--- src/pkg/fsbc_defines.vh ---
`ifndef FSBC_DEFINES_VH
`define FSBC_DEFINES_VH

// register byte offsets
`define FSBC_ADDR_TIMER     8'h0A
`define FSBC_ADDR_THERM     8'h0B
`define FSBC_ADDR_BLANK     8'h0C

// reset values and writable masks
`define FSBC_RST_TIMER      8'h00
`define FSBC_RST_THERM      8'h00
`define FSBC_RST_BLANK      8'hC0
`define FSBC_MASK_ALL       8'hFF
`define FSBC_MASK_THERM     8'h8F
`define FSBC_READ_NONE      8'h00

// watchdog_and_flash_timer fields
`define FSBC_WDOG_ON        7
`define FSBC_WDOG_SEL_HI    6
`define FSBC_WDOG_SEL_LO    5
`define FSBC_SAFE_MODE      4
`define FSBC_SAFE_SEL_HI    3
`define FSBC_SAFE_SEL_LO    0

// thermal_guard_control fields
`define FSBC_RESTART_POL    7
`define FSBC_THERM_ON       3
`define FSBC_THERM_THR_HI   2
`define FSBC_THERM_THR_LO   0

// transmit_blank_control fields
`define FSBC_BLANK_ON       7
`define FSBC_BLANK_POL      6
`define FSBC_CAP_HI         5
`define FSBC_CAP_LO         2
`define FSBC_REC_HI         1
`define FSBC_REC_LO         0

// timing, each in its own unit
`define FSBC_CLK_MHZ        100
`define FSBC_US_PER_MS      1000
`define FSBC_MS_PER_S       1000
`define FSBC_SAFETY_STEP_MS 50
`define FSBC_WDOG_STEP_S    4
`define FSBC_HOLD_LOW_MS    30
`define FSBC_REC_BASE_US    10

`endif

--- src/hw/fsbc_reg8.v ---
`timescale 1ns/1ns
`default_nettype none
`include "fsbc_defines.vh"

// one 8-bit control register; bits outside the mask keep their reset value
module fsbc_reg8 #(
  parameter [7:0] ADDR = `FSBC_ADDR_TIMER,
  parameter [7:0] RST  = `FSBC_RST_TIMER,
  parameter [7:0] MASK = `FSBC_MASK_ALL
) (
  input  wire       core_clk,
  input  wire       nrst,
  input  wire       reg_wr,
  input  wire [7:0] reg_addr,
  input  wire [7:0] reg_wdata,
  output reg  [7:0] q
);

  // write on address match; reserved bits never take written data
  always @(posedge core_clk or negedge nrst) begin
    if (!nrst) begin
      q <= RST;
    end else if (reg_wr && reg_addr == ADDR) begin
      q <= (q & ~MASK) | (reg_wdata & MASK);
    end
  end

endmodule
`default_nettype wire

--- src/hw/fsbc_timer.v ---
`timescale 1ns/1ns
`default_nettype none

// up-counter that stops at its limit; done is a level while count >= limit
module fsbc_timer #(
  parameter W = 32
) (
  input  wire         core_clk,
  input  wire         nrst,
  input  wire         clr,
  input  wire         run,
  input  wire [W-1:0] limit,
  output wire         done
);

  reg [W-1:0] cnt;  // elapsed cycles

  // clear wins over run so a restart never carries old time
  always @(posedge core_clk or negedge nrst) begin
    if (!nrst) begin
      cnt <= {W{1'b0}};
    end else if (clr) begin
      cnt <= {W{1'b0}};
    end else if (run && !done) begin
      cnt <= cnt + {{(W-1){1'b0}}, 1'b1};
    end
  end

  // limit may change under a running count; done follows at once
  assign done = (cnt >= limit);

endmodule
`default_nettype wire

--- src/hw/fsbc_top.v ---
// How it works
// - watchdog runs only while its enable set
// - watchdog code selects 4, 8, 12, 16 s
// - mode zero: one fixed-length flash, inputs ignored
// - supply low during one-shot forces power-down
// - mode one: any flash cut at limit
// - safety limit is 50 ms times code+1
// - policy zero: pin low 30 ms restarts
// - policy one: pin low restarts timer immediately
// - thermistor guard acts only while enabled
// - threshold code selects 200 to 550 mV
// - blank input honoured only while enabled
// - blank polarity bit chooses active level
// - blanking applies the programmed input current cap
// - recovery code selects 10, 20, 40, 80 us
// - codes 101/110/111 hand outputs to pin
`timescale 1ns/1ns
`default_nettype none
`include "fsbc_defines.vh"

module fsbc_top #(
  parameter [31:0] MS_CYCLES = `FSBC_CLK_MHZ * `FSBC_US_PER_MS,
  parameter [31:0] US_CYCLES = `FSBC_CLK_MHZ
) (
  input  wire       core_clk,
  input  wire       nrst,
  input  wire       reg_wr,
  input  wire       reg_rd,
  input  wire [7:0] reg_addr,
  input  wire [7:0] reg_wdata,
  output reg  [7:0] reg_rdata,
  input  wire [2:0] flash_mode_code,
  input  wire       lamp_gate_input,
  input  wire       tx_blank_input,
  input  wire       logic_supply_ok,
  input  wire       thermistor_hot,
  output reg        first_flash_output,
  output reg        second_flash_output,
  output reg        power_down,
  output reg        safety_expired,
  output reg        watchdog_tripped,
  output reg        thermistor_cut,
  output wire [2:0] thermistor_threshold,
  output reg        blank_limit_active,
  output wire [3:0] blank_input_current_cap
);

  // derived cycle counts; long ones scale with the parameters above
  localparam [31:0] SAFETY_STEP_CYC = `FSBC_SAFETY_STEP_MS * MS_CYCLES;
  localparam [31:0] WDOG_STEP_CYC   = `FSBC_WDOG_STEP_S * `FSBC_MS_PER_S * MS_CYCLES;
  localparam [31:0] HOLD_LOW_CYC    = `FSBC_HOLD_LOW_MS * MS_CYCLES;
  localparam [31:0] REC_BASE_CYC    = `FSBC_REC_BASE_US * US_CYCLES;

  // flash sequencer states, one-hot
  localparam [4:0] ST_IDLE  = 5'h01;
  localparam [4:0] ST_SHOT  = 5'h02;
  localparam [4:0] ST_LIT   = 5'h04;
  localparam [4:0] ST_SPENT = 5'h08;
  localparam [4:0] ST_DOWN  = 5'h10;

  // does the enable code ask for output idx, and who drives it
  function fsbc_want;
    input [2:0] code;
    input       idx;
    input       pin;
    begin
      if (code[2]) begin
        fsbc_want = code[idx] & pin;
      end else begin
        fsbc_want = code[idx];
      end
    end
  endfunction

  wire [7:0] timer_reg;  // watchdog_and_flash_timer
  wire [7:0] therm_reg;  // thermal_guard_control
  wire [7:0] blank_reg;  // transmit_blank_control

  fsbc_reg8 #(
    .ADDR (`FSBC_ADDR_TIMER),
    .RST  (`FSBC_RST_TIMER),
    .MASK (`FSBC_MASK_ALL)
  ) u_timer_reg (
    .core_clk  (core_clk),
    .nrst      (nrst),
    .reg_wr    (reg_wr),
    .reg_addr  (reg_addr),
    .reg_wdata (reg_wdata),
    .q         (timer_reg)
  );

  fsbc_reg8 #(
    .ADDR (`FSBC_ADDR_THERM),
    .RST  (`FSBC_RST_THERM),
    .MASK (`FSBC_MASK_THERM)
  ) u_therm_reg (
    .core_clk  (core_clk),
    .nrst      (nrst),
    .reg_wr    (reg_wr),
    .reg_addr  (reg_addr),
    .reg_wdata (reg_wdata),
    .q         (therm_reg)
  );

  fsbc_reg8 #(
    .ADDR (`FSBC_ADDR_BLANK),
    .RST  (`FSBC_RST_BLANK),
    .MASK (`FSBC_MASK_ALL)
  ) u_blank_reg (
    .core_clk  (core_clk),
    .nrst      (nrst),
    .reg_wr    (reg_wr),
    .reg_addr  (reg_addr),
    .reg_wdata (reg_wdata),
    .q         (blank_reg)
  );

  // field views
  wire       watchdog_on             = timer_reg[`FSBC_WDOG_ON];
  wire [1:0] watchdog_timeout_select = timer_reg[`FSBC_WDOG_SEL_HI:`FSBC_WDOG_SEL_LO];
  wire       safety_timer_behaviour  = timer_reg[`FSBC_SAFE_MODE];
  wire [3:0] safety_time_select      = timer_reg[`FSBC_SAFE_SEL_HI:`FSBC_SAFE_SEL_LO];
  wire       safety_restart_policy   = therm_reg[`FSBC_RESTART_POL];
  wire       thermistor_guard_on     = therm_reg[`FSBC_THERM_ON];
  wire       tx_blank_on             = blank_reg[`FSBC_BLANK_ON];
  wire       tx_blank_polarity       = blank_reg[`FSBC_BLANK_POL];
  wire [1:0] blank_recovery_time     = blank_reg[`FSBC_REC_HI:`FSBC_REC_LO];

  // threshold code straight to the comparator dac
  assign thermistor_threshold = therm_reg[`FSBC_THERM_THR_HI:`FSBC_THERM_THR_LO];
  // cap code straight to the input limiter
  assign blank_input_current_cap = blank_reg[`FSBC_CAP_HI:`FSBC_CAP_LO];

  // register readback, one cycle after the read strobe
  always @(posedge core_clk or negedge nrst) begin
    if (!nrst) begin
      reg_rdata <= `FSBC_READ_NONE;
    end else if (reg_rd) begin
      case (reg_addr)
        `FSBC_ADDR_TIMER: reg_rdata <= timer_reg;
        `FSBC_ADDR_THERM: reg_rdata <= therm_reg;
        `FSBC_ADDR_BLANK: reg_rdata <= blank_reg;
        default:          reg_rdata <= `FSBC_READ_NONE;
      endcase
    end
  end

  // timer limits from the selected codes
  // safety limit steps
  wire [31:0] safety_limit = ({28'h0000000, safety_time_select} + 32'h00000001)
                             * SAFETY_STEP_CYC;
  wire [31:0] wdog_limit   = ({30'h00000000, watchdog_timeout_select} + 32'h00000001)
                             * WDOG_STEP_CYC;
  wire [31:0] rec_limit    = REC_BASE_CYC << blank_recovery_time;

  // watchdog: restarted by any register write
  wire wdog_done;
  fsbc_timer #(.W(32)) u_wdog (
    .core_clk (core_clk),
    .nrst     (nrst),
    .clr      (!watchdog_on || reg_wr),
    .run      (watchdog_on),
    .limit    (wdog_limit),
    .done     (wdog_done)
  );

  // sticky until a write; a fresh trip in the write cycle wins, a standing one is cleared
  always @(posedge core_clk or negedge nrst) begin
    if (!nrst) begin
      watchdog_tripped <= 1'b0;
    end else if (watchdog_on && wdog_done && !watchdog_tripped) begin
      watchdog_tripped <= 1'b1;
    end else if (reg_wr) begin
      watchdog_tripped <= 1'b0;
    end
  end

  always @(posedge core_clk or negedge nrst) begin
    if (!nrst) begin
      thermistor_cut <= 1'b0;
    end else begin
      thermistor_cut <= thermistor_guard_on && thermistor_hot;
    end
  end

  // transmit blanking and its recovery window
  // enable and polarity
  wire blank_now = tx_blank_on && (tx_blank_input == tx_blank_polarity);
  reg  rec_pending;  // recovery window still open after blanking ends
  wire rec_done;

  fsbc_timer #(.W(32)) u_rec (
    .core_clk (core_clk),
    .nrst     (nrst),
    .clr      (blank_now || !rec_pending),
    .run      (rec_pending),
    .limit    (rec_limit),
    .done     (rec_done)
  );

  always @(posedge core_clk or negedge nrst) begin
    if (!nrst) begin
      rec_pending        <= 1'b0;
      blank_limit_active <= 1'b0;
    end else begin
      if (blank_now) begin
        rec_pending <= 1'b1;
      end else if (rec_done) begin
        rec_pending <= 1'b0;
      end
      blank_limit_active <= blank_now || (rec_pending && !rec_done);
    end
  end

  // flash requests
  // pin or register control
  wire want1     = fsbc_want(flash_mode_code, 1'b0, lamp_gate_input);
  wire want2     = fsbc_want(flash_mode_code, 1'b1, lamp_gate_input);
  wire want_any  = want1 || want2;
  wire pin_mode  = flash_mode_code[2] && (flash_mode_code[1] || flash_mode_code[0]);
  wire blocked   = watchdog_tripped || thermistor_cut;
  reg  want_q;      // previous request, for edge detection
  reg  shot1;       // outputs latched for a one-shot flash
  reg  shot2;
  reg  [4:0] state;
  reg  [4:0] next_state;
  reg  next_led1;
  reg  next_led2;
  wire want_rise = want_any && !want_q;

  // pin-low hold time before the safety timer may restart
  wire hold_done;
  fsbc_timer #(.W(32)) u_hold (
    .core_clk (core_clk),
    .nrst     (nrst),
    .clr      (want_any),
    .run      (!want_any),
    .limit    (HOLD_LOW_CYC),
    .done     (hold_done)
  );

  wire restart_ok = !want_any && (safety_restart_policy || !pin_mode || hold_done);

  // safety timer runs only while light is actually produced
  wire safety_done;
  wire lit_on = (state == ST_LIT) && want_any && !blocked;
  fsbc_timer #(.W(32)) u_safety (
    .core_clk (core_clk),
    .nrst     (nrst),
    .clr      (state == ST_IDLE),
    .run      ((state == ST_SHOT) || lit_on),
    .limit    (safety_limit),
    .done     (safety_done)
  );

  // sequencer next state and output drive
  always @* begin
    next_state = state;
    next_led1  = 1'b0;
    next_led2  = 1'b0;
    case (state)
      ST_IDLE: begin
        if (!logic_supply_ok) begin
          next_state = ST_DOWN;
        end else if (want_rise && !blocked) begin
          if (!safety_timer_behaviour) begin
            next_state = ST_SHOT;
          end else begin
            next_state = ST_LIT;
          end
        end
      end
      ST_SHOT: begin
        if (!logic_supply_ok) begin
          next_state = ST_DOWN;
        end else if (safety_done || blocked) begin
          next_state = ST_IDLE;
        end else begin
          next_led1 = shot1;
          next_led2 = shot2;
        end
      end
      ST_LIT: begin
        if (safety_done) begin
          next_state = ST_SPENT;
        end else if (restart_ok) begin
          next_state = ST_IDLE;
        end else begin
          next_led1 = want1 && !blocked;
          next_led2 = want2 && !blocked;
        end
      end
      ST_SPENT: begin
        // dark until the restart condition is met
        if (restart_ok) begin
          next_state = ST_IDLE;
        end
      end
      ST_DOWN: begin
        // powered down until the logic supply returns
        if (logic_supply_ok) begin
          next_state = ST_IDLE;
        end
      end
      default: begin
        next_state = ST_IDLE;
      end
    endcase
  end

  // sequencer registers; outputs come from flops, one cycle behind
  always @(posedge core_clk or negedge nrst) begin
    if (!nrst) begin
      state               <= ST_IDLE;
      want_q              <= 1'b0;
      shot1               <= 1'b0;
      shot2               <= 1'b0;
      first_flash_output  <= 1'b0;
      second_flash_output <= 1'b0;
      power_down          <= 1'b0;
      safety_expired      <= 1'b0;
    end else begin
      state               <= next_state;
      want_q              <= want_any;
      first_flash_output  <= next_led1;
      second_flash_output <= next_led2;
      power_down          <= (next_state == ST_DOWN);
      safety_expired      <= (next_state == ST_SPENT);
      // capture which outputs a one-shot drives, then ignore inputs
      if (state == ST_IDLE) begin
        shot1 <= want1;
        shot2 <= want2;
      end
    end
  end

endmodule
`default_nettype wire

--- config.mk ---
export PLATFORM = sky130hd
export DESIGN_NAME = fsbc_top
export DESIGN_NICKNAME = d
export VERILOG_FILES = /design/src/hw/fsbc_reg8.v /design/src/hw/fsbc_timer.v /design/src/hw/fsbc_top.v
export VERILOG_INCLUDE_DIRS = /design/src /design/src/pkg
export SDC_FILE = /design/constraint.sdc
export NUM_CORES = 1
export LEC_CHECK = 0
export BUFFER_PORTS_ARGS = -buffer_cell sky130_fd_sc_hd__clkbuf_2
export CAP_MARGIN = 10
export CORE_UTILIZATION = 25
export DETAILED_ROUTE_END_ITERATION = 6
export PLACE_DENSITY_LB_ADDON = 0.08
export SYNTH_ARGS = -nofsm -noshare
export SYNTH_HDL_FRONTEND = slang
export SYNTH_HIERARCHICAL = 1
export SYNTH_SLANG_ARGS = --single-unit
--- constraint.sdc ---
create_clock -name core_clk -period 7.9 [get_ports core_clk]
set_input_delay 0.79 -clock core_clk [delete_from_list [all_inputs] [get_ports core_clk]]
set_output_delay 0.79 -clock core_clk [all_outputs]
set_load 0.01 [all_outputs]
==> impl_metrics.tcl, run 1 <==
set metrics [dict create \
    outcome "complete, no violations" \
    io_buffers 48 \
    n_antenna_cell 0 \
    final_common_cell "ha_1" \
    routed_wl_mm 40.8 \
    endpoint "first_flash_output" \
    slew-limit-headroom_pct 23.5 \
    finalCritPeriodShare_pct 85.6 \
    crit_required_ns 8.33 \
    initial_core_util_pct 25.4 \
    clkSlewWorstSetupHoldPaths_ns 0.08 \
    hp-class "in2async" \
    end_kind "flip-flop" \
    hold_viol_final 0 \
    ant_nets 0 \
    cts_root_buf "clkbuf_16" \
    period_needed_ns 6.76 \
    fmax_mhz 148 \
    critical_path_arrival_ns 7.19 \
    setup-violations-final 0 \
    cp_max_fo 10 \
    core_sq_mm 0.0578 \
    syn_to_final_growth_pct 12.7 \
    die_h_um 244 \
    r2r_end "first_flash_output" \
    synth-seq-cells 173 \
    final.setup.tns_ns 0 \
    clock_skew_ns 0.0108 \
    place_congestion 0.739 \
    synth_cells 1677 \
    fill_cells 6231 \
    yosys_warnings 6 \
    p_leak_nw 7.23 \
    insertion_delay_ns 0.49 \
    irDropWorstVdd_mv 0.168 \
    avgSynthCellArea_sq_um 8.74 \
    ys_types 81 \
    die_area_sq_mm 0.0596 \
    drtPass1Iterations 5 \
    power.density_mw_per_mm2 144 \
    cts.sinks 173 \
    synth_edf_count 0 \
    multiInputGateArea_sq_mm 0.00958 \
    drv_slew 0 \
    final-seq-area_sq_mm 0.00433 \
    overflow 0 \
    worstSetupStartpointType "flip-flop" \
    cts_setup_buffers 0 \
    startpoint "u_timer_reg/q[0]" \
    final_cell_mix "181 x ha_1, 180 x inv_1, 170 x dfrtp_1, 167 x a21oi_1, 87 x nor2_1" \
    post_cts_resize_count 0 \
    clk_path_buf_depth 2 \
    reg2reg_depth 24 \
    wl_per_cell_um 16.1 \
    reg2reg_from "u_timer_reg/q[0]" \
    ios 49 \
    core.rowCount 88 \
    via_per_inst 4.91 \
    async_flop_share_pct 100 \
    hpwl_mm 29.8 \
    ys.flop_type "dfrtp_1" \
    yosysSeqAreaShare_pct 29.5 \
    cts_hold_buf 0 \
    drc 0 \
    cts_made_buffers 17 \
    r2r_slack_ns 1.14 \
    grt_pass1_vias 12039 \
    drv_cap 0 \
    grt_antenna_before_repair 5 \
    grt_use_total_pct 14.1 \
    tritoncts "built" \
    rsz0062_at_grt "no" \
    nets 1977 \
    htreeDepth 4 \
    synth.cell_area_sq_mm 0.0147 \
    grt_max_degree 89 \
    first_iter_violations 603 \
    dieWidth_um 244 \
    critical_path_class "reg2reg" \
    worst_pin_slew_ns 1.15 \
    utilization_pct 28.6 \
    layout-drive-gt1-share_pct 10.5 \
    grt_pass1_wl_mm 66.5 \
    vias 12486 \
]
## state kept, by name, summed over array words and instances, names as in the netlist
name	count
blank_limit_active	1
first_flash_output	1
power_down	1
rec_pending	1
reg_rdata	8
safety_expired	1
second_flash_output	1
shot1	1
shot2	1
state	5
thermistor_cut	1
u_blank_reg/q	8
u_hold/cnt	32
u_rec/cnt	32
u_safety/cnt	32
u_therm_reg/q	5
u_timer_reg/q	8
u_wdog/cnt	32
want_q	1
watchdog_tripped	1
## power by group
group	internal (mW)	switching (mW)
Sequential	0.922	0.0525
Combinational	0.177	0.286
Clock	0.512	0.434
Total	1.61	0.772
## cell type report
| class | count | area share [%] |
|---|---|---|
| well taps | 765 | 5.79 |
| clock inverters | 14 | 1.11 |
| multi-input cells | 1331 | 58.0 |
| flip-flops and latches | 173 | 26.2 |
| clock buffers | 18 | 2.66 |
| repair buffers | 60 | 2.13 |
| inverters | 181 | 4.11 |
## cell families (layout without fill, tap and decap cells)
kind of cell    after synthesis  count (layout)  share of synthesized area (%)
xor+xnor                     25              25                           1.49
simple gates                580             580                           23.4
mux                          50              50                           3.80
fa+ha+maj                   186             186                           16.1
flops                       173             173                           29.5
buf+inv                     255             273                           7.37
compound gates              405             405                           18.2
other cells                   3              85                         0.0768
## worst min path at each step
| stage | endpoint | slack [ns] |
|---|---|---|
| after CTS | u_rec/cnt[17] | 0.37 |
| after detailed placement | reg_rdata[1] | 0.52 |
| after global placement | reg_rdata[1] | 0.52 |
| after floorplan | thermistor_cut | 0.47 |
| final | u_rec/cnt[17] | 0.33 |
| after global routing | u_rec/cnt[17] | 0.42 |
## worst max-delay path, cell delays in order, from the launching register on
cell and delay (ns):
dfrtp_1 0.62, nand3_1 0.18, xnor2_1 0.54, inv_1 0.10
ha_1 0.30, inv_1 0.07, fa_1 0.47, ha_1 0.31
ha_1 0.37, a21o_1 0.22, a21oi_2 0.17, nand4b_2 0.16
a21o_1 0.21, and4_1 0.20, a311o_1 0.31, inv_1 0.07
ha_1 0.22, nand2_1 0.07, o21ai_0 0.11, a211oi_2 0.33
nor2_1 0.10, or3_1 0.43, or3_1 0.44, nor4_1 0.47
a32o_1 0.24
## through the flow
| stage | cell area [sq um] | worst slack [ns] | std cells | power [mW] | hold slack, ns |
|---|---|---|---|---|---|
| after global placement | 15900 | 1.27 | 2510 | 1.46 | 0.518 |
| after detailed placement | 15900 | 1.07 | 2510 | 1.47 | 0.519 |
| after floorplan | 15000 | 1.75 | 1759 | 1.32 | 0.471 |
| after CTS | 16500 | 1.02 | 2542 | 2.45 | 0.371 |
| after global routing | 16500 | 0.607 | 2542 | 2.54 | 0.424 |
| final | 16500 | 1.14 | 2542 | 2.38 | 0.328 |
## synthesized netlist by cell type, drive strengths merged, types with 5 or more instances
library cell	n	area, sq um
a21oi	168	845
inv	181	679
xnor2	17	149
fa	5	100
nor2b	36	225
mux2	45	507
a22oi	10	90.1
mux2i	5	50.1
o31a	6	52.6
nand2	83	312
nand4	63	434
o21ba	6	60.1
nor3b	8	70.1
clkbuf	40	150
or3	16	100
o22ai	9	56.3
or4	84	631
or2	6	37.5
a211oi	7	62.6
nor2	87	327
o31ai	86	646
nand3	69	350
o21a	13	97.6
and3	16	100
nand2b	18	143
a31oi	6	37.5
and2	10	62.6
o21ai	50	254
nor4	21	138
nor3	30	155
and4	18	158
buf	34	251
a2111oi	5	68.8
xor2	8	70.1
ha	181	2260
a21o	8	60.1
dfrtp	170	4250
## per-layer routing
layer  vias to the layer above  wire length [um]  track usage (%)  share of wire [%]
li1                       6317                 -                -                  -
met2                       123             19500             23.5                 48
met3                        35              1510             3.06                3.7
met1                      6005             19300             18.2                 47
met4                         6               522             3.97                1.3
met5                         -                36                0              0.088
(Power assumes the default switching activity.)
==> run 2, diff against run 1 <==
Clock period 7.9 ns to 8.15 ns, I/O delays scaled along.
==> run 2 against run 1 <==
Effect of this change:
- core utilization rose by 0.069 points
- combinational power shrank 3%
- critical path depth stayed put
- hold slack improved by 0.068 ns
- die area unchanged
- final area rose by 0.24%
- critical path type unchanged
- critical endpoint is now second_flash_output
==> impl_metrics.tcl, run 2 (synthesized netlist as in run 1, its figures left out) <==
set metrics [dict create \
    place_area_sq_mm 0.0159 \
    finalCritPeriodShare_pct 83.4 \
    grt_pass1_wl_mm 68.4 \
    p_leak_nw 7.25 \
    postLayoutCellArea_sq_mm 0.0166 \
    insertion_delay_ns 0.50 \
    drv_cap 0 \
    r2r_end "second_flash_output" \
    dieWidth_um 244 \
    layout-drive-gt1-share_pct 10.6 \
    grt_use_total_pct 14.5 \
    worst_slack_ns 1.36 \
    cp_max_fo 10 \
    final.setup.tns_ns 0 \
    fill_cells 6125 \
    worst-path-buf-inv 3 \
    drc 0 \
    core.rowCount 88 \
    core_sq_mm 0.0578 \
    r2r_slack_ns 1.36 \
    tritoncts "built" \
    die_area_sq_mm 0.0596 \
    power.density_mw_per_mm2 143 \
    nets 1978 \
    multiInputGateArea_sq_mm 0.00958 \
    setup-violations-final 0 \
    worstSetupStartpointType "flip-flop" \
    clk_path_buf_depth 2 \
    htreeDepth 4 \
    grt_pass1_vias 12425 \
    hpwl_mm 30.2 \
    end_kind "flip-flop" \
    path_delay_family "simple AND/OR/NAND/NOR gates" \
    drtPass1Iterations 5 \
    crit_slowest_cell "dfrtp_1" \
    drv_slew 0 \
    timing.hold.ws_ns 0.396 \
    grt_antenna_before_repair 4 \
    routed_wl_mm 41.4 \
    slew-limit-headroom_pct 26.2 \
    outcome "complete, no violations" \
    irDropWorstVdd_mv 0.172 \
    overflow 0 \
    n_antenna_cell 0 \
    syn_to_final_growth_pct 12.9 \
    crit_required_ns 8.58 \
    cts_setup_buffers 0 \
    hp-class "in2async" \
    cts_made_buffers 17 \
    place_congestion 0.742 \
    cts_root_buf "clkbuf_16" \
    final_cell_mix "181 x ha_1, 180 x inv_1, 170 x dfrtp_1, 167 x a21oi_1, 87 x nor2_1" \
    critical_path_arrival_ns 7.22 \
    fmax_mhz 147 \
    final-seq-area_sq_mm 0.00433 \
    cts_hold_buf 0 \
    cts.sinks 173 \
    ant_nets 0 \
    initial_core_util_pct 25.4 \
    via_per_inst 4.89 \
    first_iter_violations 580 \
    vias 12440 \
    io_buffers 48 \
    critical_path_class "reg2reg" \
    wl_per_cell_um 16.3 \
    crit_top_cell "ha_1" \
    cp_slowest_stage_delay_ns 0.63 \
    clkSlewWorstSetupHoldPaths_ns 0.08 \
    reg2reg_depth 24 \
    ios 49 \
    pre_cts_ws_ns 1.37 \
    reg2reg_from "u_timer_reg/q[0]" \
    final_common_cell "ha_1" \
    crit_chain "nand3_1, xnor2_1, inv_1, ha_1, inv_1, fa_1, ha_1, ha_1, a21o_1, a21oi_2, nand4b_2, a21o_1, and4_1, a311o_1, inv_1, ha_1, nand2_1, o21ai_0, a211oi_2, nor2_1, or3_1, or3_1, nor4_1, a32o_1" \
    hold_viol_final 0 \
    grt_max_degree 89 \
    clock_skew_ns 0.0131 \
    worst_pin_slew_ns 1.10 \
    period_needed_ns 6.79 \
    post_cts_resize_count 0 \
    die_h_um 244 \
    rsz0062_at_grt "no" \
]
[run 2: where the power goes]
part / internal [mW] / total (mW) / leakage, nW / switching (mW)
Sequential: 0.894 / 0.944 / 2.37 / 0.0500
Combinational: 0.171 / 0.449 / 4.56 / 0.278
Clock: 0.559 / 0.984 / 0.320 / 0.425
Total: 1.62 / 2.38 / 7.25 / 0.753
[run 2: how the worst max path moves through the flow]
stage | startpoint | endpoint | depth (start not counted)
2_1_floorplan | u_timer_reg/q[0] | first_flash_output | 27
3_3_place_gp | u_timer_reg/q[0] | first_flash_output | 24
3_5_place_dp | u_timer_reg/q[0] | second_flash_output | 23
4_1_cts | u_timer_reg/q[0] | second_flash_output | 24
5_1_grt | u_timer_reg/q[0] | first_flash_output | 24
6_report | u_timer_reg/q[0] | second_flash_output | 24
[run 2: through the flow]
stage | instances | util (%) | power [mW]
floorplan | 1759 | - | 1.28
global placement | 2511 | 27.5 | 1.41
detailed placement | 2511 | 27.5 | 1.42
CTS | 2543 | 28.6 | 2.44
global route | 2543 | 28.6 | 2.53
finish | 2543 | 28.6 | 2.38
[run 2: final cells by class]
type                    instances  share of cell area, %
clock buffers                  18                   2.65
repair buffers                 61                   2.09
inverters                     181                   4.10
well taps                     765                   5.78
multi-input cells            1331                   57.8
clock inverters                14                   1.38
flip-flops and latches        173                   26.2
[run 2: layer usage]
metal | vias to the layer above | global-route usage, % | wire, um | share of wire (%)
met4 | 4 | 3.99 | 535 | 1.3
met2 | 122 | 24.2 | 19600 | 47
li1 | 6311 | - | - | -
met3 | 31 | 3.24 | 1420 | 3.4
met1 | 5972 | 18.6 | 19700 | 48
met5 | - | 0 | 24 | 0.058
